===== src/design/lb_pkg.sv =====
/*
 Constants for the T1 line transmit, loop-back and loop code control.
 Assumes one 100 MHz clock and an Avalon-MM register slave.
*/
package lb_pkg;

  // ************
  // Register map
  // ************
  localparam logic [4:0] LINE_TX_LOOPBACK_OFS = 5'h00;
  localparam logic [4:0] LOOP_LINE_CODE_OFS = 5'h04;
  localparam logic [4:0] STATUS_OFS = 5'h08;
  localparam logic [4:0] IRQ_STATUS_OFS = 5'h0c;
  localparam logic [4:0] IRQ_CLEAR_OFS = 5'h10;
  localparam logic [4:0] IRQ_ENABLE_OFS = 5'h14;

  // ************
  // Fields and resets
  // ************
  localparam int TX_DRIVER_ON_BIT = 3;
  localparam int LOOPBACK_SEL_LSB = 0;
  localparam int DETECT_EN_LSB = 6;
  localparam int LINE_CODE_BIT = 5;
  localparam logic [7:0] LINE_TX_LOOPBACK_MASK = 8'h0f;
  localparam logic [7:0] LOOP_LINE_CODE_MASK = 8'hf8;
  localparam logic [7:0] LINE_TX_LOOPBACK_RESET = 8'h00;
  localparam logic [7:0] LOOP_LINE_CODE_RESET = 8'h00;
  localparam logic [7:0] IRQ_ENABLE_RESET = 8'h00;
  localparam int STS_REMOTE_BIT = 0;
  localparam int STS_DETECTED_BIT = 3;

  // ************
  // Encodings
  // ************
  localparam logic [2:0] LB_DUAL = 3'h4;
  localparam logic [2:0] LB_ANALOG = 3'h5;
  localparam logic [2:0] LB_REMOTE = 3'h6;
  localparam logic [2:0] LB_DIGITAL = 3'h7;
  localparam logic [1:0] DET_OFF = 2'h0;
  localparam logic [1:0] DET_UP = 2'h1;
  localparam logic [1:0] DET_DOWN = 2'h2;
  localparam logic [1:0] DET_AUTO = 2'h3;
  localparam int LOOP_UP_PERIOD = 5;
  localparam int LOOP_DOWN_PERIOD = 3;

  // ************
  // Timing
  // ************
  localparam int CLOCK_HZ = 100_000_000;
  localparam int LOOP_CODE_HOLD_S = 5;
  localparam logic [31:0] LOOP_CODE_HOLD_CYCLES =
    32'(LOOP_CODE_HOLD_S * CLOCK_HZ);

  typedef enum logic [1:0] {PH_IDLE, PH_AUTO_UP, PH_AUTO_DOWN} auto_phase_t;

endpackage : lb_pkg


===== src/design/loop_pattern_detect.sv =====
/*
 Detector for a repeating code of PERIOD-1 zeros then one one.
 Assumes a one-cycle bit strobe, slower than the clock.
*/
`timescale 1ns/1ps
module loop_pattern_detect #(
  parameter int PERIOD = 5
) (
  // Clock and reset
  input wire logic clock,
  input wire logic rst_b,
  // Receive bits
  input wire logic bit_valid,
  input wire logic bit_in,
  // In lock
  output logic locked
);

  localparam logic [2:0] LAST_ZERO = 3'(PERIOD - 1);

  logic [2:0] zero_cnt_reg;
  logic seen_one_reg;

  // A one, then one whole period of PERIOD-1 zeros and a one, is needed before lock
  always_ff @(posedge clock or negedge rst_b) begin
    if (!rst_b) begin
      zero_cnt_reg <= 3'h0;
      seen_one_reg <= 1'b0;
      locked <= 1'b0;
    end else if (bit_valid) begin
      if (bit_in) begin
        locked <= seen_one_reg && (zero_cnt_reg == LAST_ZERO);
        seen_one_reg <= 1'b1;
        zero_cnt_reg <= 3'h0;
      end else if (zero_cnt_reg == LAST_ZERO) begin
        locked <= 1'b0;
        seen_one_reg <= 1'b0;
      end else begin
        zero_cnt_reg <= zero_cnt_reg + 3'h1;
      end
    end
  end

endmodule : loop_pattern_detect


===== src/design/persist_timer.sv =====
/*
 Counts clock cycles while a level holds, saturating at a limit.
 Assumes the limit is steady.
*/
`timescale 1ns/1ps
module persist_timer (
  // Clock and reset
  input wire logic clock,
  input wire logic rst_b,
  // Control
  input wire logic clear,
  input wire logic active,
  input wire logic [31:0] limit,
  // Held long enough
  output logic done
);

  logic [31:0] count_reg;

  always_ff @(posedge clock or negedge rst_b) begin
    if (!rst_b) begin
      count_reg <= 32'h0;
    end else if (clear || !active) begin
      count_reg <= 32'h0;
    end else if (count_reg != limit) begin
      count_reg <= count_reg + 32'h1;
    end
  end

  // No clear term: the caller builds its clear from done
  assign done = active && (count_reg == limit);

endmodule : persist_timer


===== src/design/t1_line_loopback_loopcode_ctrl.sv =====
/*
 Per-channel T1 line control: driver enable, loop-back select,
 loop code detection with automatic remote loop-back, line code.
 Assumes rx_bit is qualified by rx_bit_valid, both synchronous.
*/
`timescale 1ns/1ps
module t1_line_loopback_loopcode_ctrl
  import lb_pkg::*;
#(
  parameter logic [31:0] HOLD_CYCLES = LOOP_CODE_HOLD_CYCLES
) (
  // Clock and reset
  input wire logic clock,
  input wire logic rst_b,
  // Avalon-MM slave
  input wire logic [4:0] address,
  input wire logic read,
  input wire logic write,
  input wire logic [31:0] writedata,
  input wire logic [3:0] byteenable,
  output logic [31:0] readdata,
  output logic waitrequest,
  // Transmit line
  input wire logic transmit_driver_pin,
  input wire logic tx_tip_data,
  input wire logic tx_ring_data,
  output logic line_tx_tip,
  output logic line_tx_tip_oe,
  output logic line_tx_ring,
  output logic line_tx_ring_oe,
  // Receive line
  input wire logic rx_bit_valid,
  input wire logic rx_bit,
  // Modes to the datapath
  output logic loop_dual,
  output logic loop_analog,
  output logic loop_remote,
  output logic loop_digital,
  output logic line_code_select,
  output logic net_loop_code_detected,
  // Interrupt
  output logic irq
);

  // ************
  // Registers
  // ************
  logic [7:0] line_tx_and_loopback_control_reg;
  logic [7:0] loop_code_and_line_code_control_reg;
  logic [7:0] irq_status_reg;
  logic [7:0] irq_status_next;
  logic [7:0] irq_enable_reg;
  logic [1:0] mode_q_reg;
  logic auto_remote_reg;
  auto_phase_t phase_reg;

  logic [1:0] mode;
  logic [2:0] lb_sel;
  logic transmit_driver_on;
  logic wr_lane;
  logic up_locked;
  logic down_locked;
  logic watch_down;
  logic hold_clear;
  logic hold_done;
  logic [7:0] irq_events;
  logic [7:0] irq_clear;
  logic [7:0] rd_mux;

  assign mode = loop_code_and_line_code_control_reg[DETECT_EN_LSB +: 2];
  assign lb_sel = line_tx_and_loopback_control_reg[LOOPBACK_SEL_LSB +: 3];
  assign transmit_driver_on =
    line_tx_and_loopback_control_reg[TX_DRIVER_ON_BIT];
  assign wr_lane = write && !waitrequest && byteenable[0];

  // ************
  // Bus slave
  // ************
  // One wait state: data are registered, waitrequest idles high
  always_ff @(posedge clock or negedge rst_b) begin
    if (!rst_b) begin
      waitrequest <= 1'b1;
    end else begin
      waitrequest <= !((read || write) && waitrequest);
    end
  end

  always_comb begin
    rd_mux = 8'h00;
    if (address == LINE_TX_LOOPBACK_OFS) begin
      rd_mux = line_tx_and_loopback_control_reg;
    end else if (address == LOOP_LINE_CODE_OFS) begin
      rd_mux = loop_code_and_line_code_control_reg;
    end else if (address == STATUS_OFS) begin
      rd_mux[STS_DETECTED_BIT] = net_loop_code_detected;
      rd_mux[STS_REMOTE_BIT] = auto_remote_reg;
    end else if (address == IRQ_STATUS_OFS) begin
      rd_mux = irq_status_reg;
    end else if (address == IRQ_ENABLE_OFS) begin
      rd_mux = irq_enable_reg;
    end
  end

  // Unmapped and write-only addresses read as zero
  always_ff @(posedge clock or negedge rst_b) begin
    if (!rst_b) begin
      readdata <= 32'h0;
    end else if (read && waitrequest) begin
      readdata <= {24'h0, rd_mux};
    end
  end

  always_ff @(posedge clock or negedge rst_b) begin
    if (!rst_b) begin
      line_tx_and_loopback_control_reg <= LINE_TX_LOOPBACK_RESET;
      loop_code_and_line_code_control_reg <= LOOP_LINE_CODE_RESET;
      irq_enable_reg <= IRQ_ENABLE_RESET;
    end else if (wr_lane) begin
      if (address == LINE_TX_LOOPBACK_OFS) begin
        line_tx_and_loopback_control_reg <=
          writedata[7:0] & LINE_TX_LOOPBACK_MASK;
      end else if (address == LOOP_LINE_CODE_OFS) begin
        loop_code_and_line_code_control_reg <=
          writedata[7:0] & LOOP_LINE_CODE_MASK;
      end else if (address == IRQ_ENABLE_OFS) begin
        irq_enable_reg <= writedata[7:0];
      end
    end
  end

  // ************
  // Transmit driver
  // ************
  // The outside pin gates the software bit
  always_ff @(posedge clock or negedge rst_b) begin
    if (!rst_b) begin
      line_tx_tip <= 1'b0;
      line_tx_ring <= 1'b0;
      line_tx_tip_oe <= 1'b0;
      line_tx_ring_oe <= 1'b0;
    end else begin
      line_tx_tip <= tx_tip_data;
      line_tx_ring <= tx_ring_data;
      line_tx_tip_oe <= transmit_driver_on && transmit_driver_pin;
      line_tx_ring_oe <= transmit_driver_on && transmit_driver_pin;
    end
  end

  // ************
  // Loop-back and line code
  // ************
  always_ff @(posedge clock or negedge rst_b) begin
    if (!rst_b) begin
      loop_dual <= 1'b0;
      loop_analog <= 1'b0;
      loop_remote <= 1'b0;
      loop_digital <= 1'b0;
      line_code_select <= 1'b0;
    end else begin
      loop_dual <= lb_sel == LB_DUAL;
      loop_analog <= lb_sel == LB_ANALOG;
      loop_remote <= (lb_sel == LB_REMOTE) || auto_remote_reg;
      loop_digital <= lb_sel == LB_DIGITAL;
      line_code_select <=
        loop_code_and_line_code_control_reg[LINE_CODE_BIT];
    end
  end

  // ************
  // Loop code detection
  // ************
  loop_pattern_detect #(.PERIOD(LOOP_UP_PERIOD)) up_detect (
    .clock(clock),
    .rst_b(rst_b),
    .bit_valid(rx_bit_valid),
    .bit_in(rx_bit),
    .locked(up_locked)
  );

  loop_pattern_detect #(.PERIOD(LOOP_DOWN_PERIOD)) down_detect (
    .clock(clock),
    .rst_b(rst_b),
    .bit_valid(rx_bit_valid),
    .bit_in(rx_bit),
    .locked(down_locked)
  );

  // Restart the hold count on any mode or phase change
  assign watch_down = (mode == DET_DOWN) || (phase_reg == PH_AUTO_DOWN);
  assign hold_clear = (mode != mode_q_reg) ||
    ((phase_reg != PH_IDLE) && hold_done);

  persist_timer hold_timer (
    .clock(clock),
    .rst_b(rst_b),
    .clear(hold_clear),
    .active((mode != DET_OFF) && (watch_down ? down_locked : up_locked)),
    .limit(HOLD_CYCLES),
    .done(hold_done)
  );

  always_ff @(posedge clock or negedge rst_b) begin
    if (!rst_b) begin
      phase_reg <= PH_IDLE;
    end else if (mode != DET_AUTO) begin
      phase_reg <= PH_IDLE;
    end else begin
      case (phase_reg)
        PH_IDLE: phase_reg <= PH_AUTO_UP;
        PH_AUTO_UP: if (hold_done) phase_reg <= PH_AUTO_DOWN;
        PH_AUTO_DOWN: if (hold_done) phase_reg <= PH_AUTO_UP;
        default: phase_reg <= PH_IDLE;
      endcase
    end
  end

  always_ff @(posedge clock or negedge rst_b) begin
    if (!rst_b) begin
      auto_remote_reg <= 1'b0;
    end else if (mode != DET_AUTO) begin
      auto_remote_reg <= 1'b0;
    end else if (phase_reg == PH_AUTO_UP && hold_done) begin
      auto_remote_reg <= 1'b1;
    end else if (phase_reg == PH_AUTO_DOWN && hold_done) begin
      auto_remote_reg <= 1'b0;
    end
  end

  // Manual modes follow the code; automatic mode latches it
  always_ff @(posedge clock or negedge rst_b) begin
    if (!rst_b) begin
      net_loop_code_detected <= 1'b0;
    end else begin
      case (mode)
        DET_UP, DET_DOWN: net_loop_code_detected <=
          hold_done && (mode == mode_q_reg);
        DET_AUTO: begin
          if (mode_q_reg != DET_AUTO) begin
            net_loop_code_detected <= 1'b0;
          end else if (phase_reg == PH_AUTO_UP && hold_done) begin
            net_loop_code_detected <= 1'b1;
          end
        end
        default: net_loop_code_detected <= 1'b0;
      endcase
    end
  end

  // ************
  // Interrupts
  // ************
  logic detected_q_reg;
  logic remote_q_reg;
  // One-cycle-late copies for change and mode-switch detection
  always_ff @(posedge clock or negedge rst_b) begin
    if (!rst_b) begin
      mode_q_reg <= DET_OFF;
      detected_q_reg <= 1'b0;
      remote_q_reg <= 1'b0;
    end else begin
      mode_q_reg <= mode;
      detected_q_reg <= net_loop_code_detected;
      remote_q_reg <= auto_remote_reg;
    end
  end

  always_comb begin
    irq_events = 8'h00;
    irq_events[STS_DETECTED_BIT] =
      net_loop_code_detected != detected_q_reg;
    irq_events[STS_REMOTE_BIT] = auto_remote_reg != remote_q_reg;
    irq_clear = 8'h00;
    if (wr_lane && address == IRQ_CLEAR_OFS) begin
      irq_clear = writedata[7:0];
    end
    // A new event beats a clear in the same cycle
    irq_status_next = (irq_status_reg & ~irq_clear) | irq_events;
  end

  always_ff @(posedge clock or negedge rst_b) begin
    if (!rst_b) begin
      irq_status_reg <= 8'h00;
      irq <= 1'b0;
    end else begin
      irq_status_reg <= irq_status_next;
      irq <= |(irq_status_next & irq_enable_reg);
    end
  end
endmodule : t1_line_loopback_loopcode_ctrl


===== config.mk =====
export PLATFORM = sky130hd
export DESIGN_NAME = t1_line_loopback_loopcode_ctrl
export DESIGN_NICKNAME = d
export VERILOG_FILES = /design/src/design/lb_pkg.sv /design/src/design/loop_pattern_detect.sv /design/src/design/persist_timer.sv /design/src/design/t1_line_loopback_loopcode_ctrl.sv
export SDC_FILE = /design/constraint.sdc
export NUM_CORES = 1
export LEC_CHECK = 0
export BUFFER_PORTS_ARGS = -buffer_cell sky130_fd_sc_hd__buf_4
export CAP_MARGIN = 40
export CORE_UTILIZATION = 25
export DETAILED_ROUTE_END_ITERATION = 7
export SLEW_MARGIN = 10
export SYNTH_ARGS = -nofsm -noshare
export SYNTH_HDL_FRONTEND = slang
export SYNTH_HIERARCHICAL = 1
export SYNTH_SLANG_ARGS = --single-unit

===== constraint.sdc =====
create_clock -name clock -period 3.3 [get_ports clock]
set_input_delay 0.66 -clock clock [delete_from_list [all_inputs] [get_ports clock]]
set_output_delay 0.66 -clock clock [all_outputs]
set_load 0.02 [all_outputs]

==> metrics <==
Final Setup Violations 0; Worst-path clk slew 0.08 ns; Design Power roughly 2700 uW; Peak VDD IR approximately 0.00019 V; die area about 0.021 mm^2; Pwr Density ~440 mW/mm^2; Min-Delay Path Class input port to async pin; relative max-transition margin 59.3%; Post-CTS Setup Inserts 0; CTS tree yes; Arr. time, crit path roughly 2.9 ns; CTS Buf Count 9; Place WS between 0.7 and 0.8 ns; Pre-Repair DR Iteration Count 6; Post-CTS Hold Buffers 0; WL per Instance 12.6 um; worst reg2reg startpoint loop_code_and_line_code_control_reg[6]$_DFFE_PN0P_; r2r worst-path depth 12; Sw Ratio 28.9%; largest net degree at the start of global routing 52; Syn Inst Count slightly above 500; post-cts sizing count 0; num ports 94; first-pass GRT wire length roughly 19000 um; CTS Root Cell clkbuf_16; switching power between 700 and 800 uW; vias about 3800; RSZ-0062 raised after global routing false; CP cell instances inv_1 > ha_1 > a21oi_1 > mux2i_1 > nor2_1 > and2_1 > o21ai_0 > nand2_1 > nand2b_1 > buf_4 > or4_1 > nand2_1; number of synthesized register bits 93; max FFs per register 32; Max Root-Sink Buffers 2; CP startpoint kind register; Flop pwr share 47.6%; Skew-Pair Late Insertion Delay between 0.3 and 0.4 ns; HPWL Detailed approximately 7700 um; CP Launch Point loop_code_and_line_code_control_reg[6]$_DFFE_PN0P_; Int Power ~1900 uW; Worst Max-Slew Pin Slew 0.607 ns; end point of the critical path hold_timer/count_reg[9]$_DFFE_PN0P_; Routed WL 10800 um; Logic pwr share roughly an eighth; Fmax achieved around 380 MHz; Cell Area, Synth about 0.0052 mm^2; top cells by area, synth dfrtp_1 45%, xor2_1 6.8%, buf_4 3.6%, nand2_1 3.2%, o21ai_0 2.8%; n_diodes 0; reg2reg setup slack about 0.68 ns; Top cell by count, worst path nand2_1; final worst-path cycle share 79.4%; Fin. Hold Viols 0; # rows between 50 and 60; CP endpoint kind register; Overall Global Routing Usage a little over a tenth; initial antenna violation count 0; grt ovf 0; Seq/Total Area, Yosys between 40% and 50%; core footprint 0.0202 mm^2; Max stage delay on crit path about 0.52 ns; post-synth top area cell dfrtp_1; worst clock skew between 0.01 and 0.015 ns; CP Class register to register; final-report max-slew violation count 0; clock period minus worst slack between 2 and 3 ns; CP required 3.59 ns; DRT antenna net count 0; routability congestion estimate just under 0.8; Main synth FF type dfrtp_1; Async SR Flop Fraction 100%; setup TNS 0 ns; chip height 146 um; maxcap violations 0; CP Max Fanout 23; Synth warnings 6; reg2reg end hold_timer/count_reg[9]$_DFFE_PN0P_; CTS sink count 93; leakage power 0.00282 uW; top-area cell type share of the netlist area 44.7%; worst hold slack 0.281 ns; Nets approximately 640; Critical-path top delay cell or4_1; status complete, no violations; clock group share of total power between 30% and 40%; vias in the first global route 3753; drt drc 0; die width about 150 um; Port Buf Inserts 42; layout cells sized above 1 15.5%; Post-synth EDFFs 0; Avg Cell Area, Syn between 10 and 15 um^2; worst setup margin a little under 0.7 ns; vias per std cell around 4.5; Synth cell types 73; Core Util, Final 30.0%; # H-tree levels 3; area delta synth->final 17.9%; initial core utilization between 20% and 30%; 1st-iter DRT viols 183
-- cells in the mapped netlist (3+ instances only) --
| cell | n |
|---|---|
| buf_6 | 5 |
| xor2_1 | 40 |
| mux2_2 | 5 |
| a21boi_1 | 5 |
| a21oi_1 | 23 |
| o31ai_1 | 4 |
| and2b_1 | 3 |
| mux2_4 | 3 |
| and2_1 | 5 |
| o21ai_1 | 8 |
| nand4_1 | 8 |
| dfrtp_1 | 92 |
| inv_1 | 11 |
| or3_1 | 9 |
| mux2i_1 | 7 |
| nand3_1 | 19 |
| o21ai_0 | 29 |
| and3b_1 | 3 |
| and4_1 | 4 |
| nand2_1 | 44 |
| clkbuf_1 | 7 |
| or4_1 | 8 |
| nor2_1 | 18 |
| buf_4 | 25 |
| nand2b_1 | 11 |
| o211ai_1 | 7 |
| ha_1 | 8 |
| mux2_1 | 7 |
| o21a_1 | 3 |
| nor2b_1 | 5 |
| buf_2 | 3 |
| nor4_1 | 11 |
| a221oi_1 | 4 |
| nor3_1 | 6 |
| a22oi_1 | 5 |
| and3_1 | 8 |
-- stage by stage --
stage | cells | area, um^2
5_1_grt | 856 | 6070
4_1_cts | 856 | 6070
3_3_place_gp | 840 | 5770
6_report | 856 | 6070
2_1_floorplan | 564 | 5360
3_5_place_dp | 840 | 5770
-- placed cells by master (no fill, tap or decap), drive strengths merged, types with 6 or more instances in the layout --
cell | synthesis | final
clkbuf | 8 | 9
inv | 11 | 15
nor2b | 6 | 6
nand4 | 8 | 8
dfrtp | 92 | 92
a21oi | 24 | 24
and2 | 8 | 8
and3 | 8 | 8
o21ai | 37 | 37
nor4 | 12 | 12
buf | 34 | 48
xor2 | 40 | 40
nor3 | 8 | 8
nand2 | 45 | 45
nor2 | 19 | 19
a21boi | 7 | 7
or3 | 10 | 10
mux2 | 15 | 15
or4 | 8 | 8
o211ai | 7 | 7
ha | 8 | 8
nand2b | 12 | 12
mux2i | 7 | 7
conb | 2 | 56
nand3 | 19 | 19
-- routing by layer --
metal  part of all wire (%)  GRT usage (%)  up-vias
met4                    1.2           3.00        0
li1                       -              -     1909
met5                      0              0        -
met2                     47           17.3       43
met1                     49           14.9     1852
met3                    2.4           2.19       13
-- layout make-up --
cell class                      count  area (um^2)
Inverter                           11         41.3
Timing Repair Buffer               48          373
Sequential cell                    93         2330
Clock inverter                      7         76.3
Multi-Input combinational cell    418         2690
Fill cell                        2133        14200
Clock buffer                        9          225
Tap cell                          270          338
-- worst min-delay path by stage --
stage                                                             from  slack, ns  depth (start not counted)                             endpoint
global placement    loop_code_and_line_code_control_reg[5]$_DFFE_PN0P_       0.41                          0           line_code_select$_DFF_PN0_
global route                                                     rst_b       0.34                          1  hold_timer/count_reg[4]$_DFFE_PN0P_
floorplan                                                        rst_b       0.36                          0          auto_remote_reg$_DFFE_PN0P_
finish                                                           rst_b       0.28                          1  hold_timer/count_reg[4]$_DFFE_PN0P_
detailed placement  loop_code_and_line_code_control_reg[5]$_DFFE_PN0P_       0.40                          0           line_code_select$_DFF_PN0_
CTS                                                              rst_b       0.31                          1  hold_timer/count_reg[4]$_DFFE_PN0P_
-- cell families (layout without fill, tap and decap cells) --
group / Yosys count / count (layout) / share of synthesized area (%)
AO/OA/AOI/OAI: 112 / 112 / 14.2
XOR/XNOR: 40 / 40 / 6.80
adder cells (fa/ha/maj): 8 / 8 / 1.94
buffers and inverters: 53 / 75 / 6.51
flip-flops: 93 / 93 / 45.2
multiplexers: 22 / 22 / 4.86
other: 2 / 56 / 0.146
AND/OR/NAND/NOR: 180 / 180 / 20.4
-- worst max-delay path: cells and delay by family (launching register included) --
family | cells | cell delay [ns]
flops | 1 | 0.44
fa+ha+maj | 1 | 0.21
mux | 1 | 0.21
simple gates | 6 | 1.11
buf+inv | 2 | 0.33
compound gates | 2 | 0.26
-- power by group through the flow --
| stage | Clock, uW | Sequential, uW | Combinational [uW] |
|---|---|---|---|
| floorplan | 0 | 1290 | 258 |
| global placement | 0 | 1290 | 355 |
| detailed placement | 0 | 1290 | 360 |
| CTS | 1070 | 1270 | 361 |
| global route | 1120 | 1280 | 405 |
| finish | 1050 | 1270 | 355 |
Power figures use the tool's default switching activity.
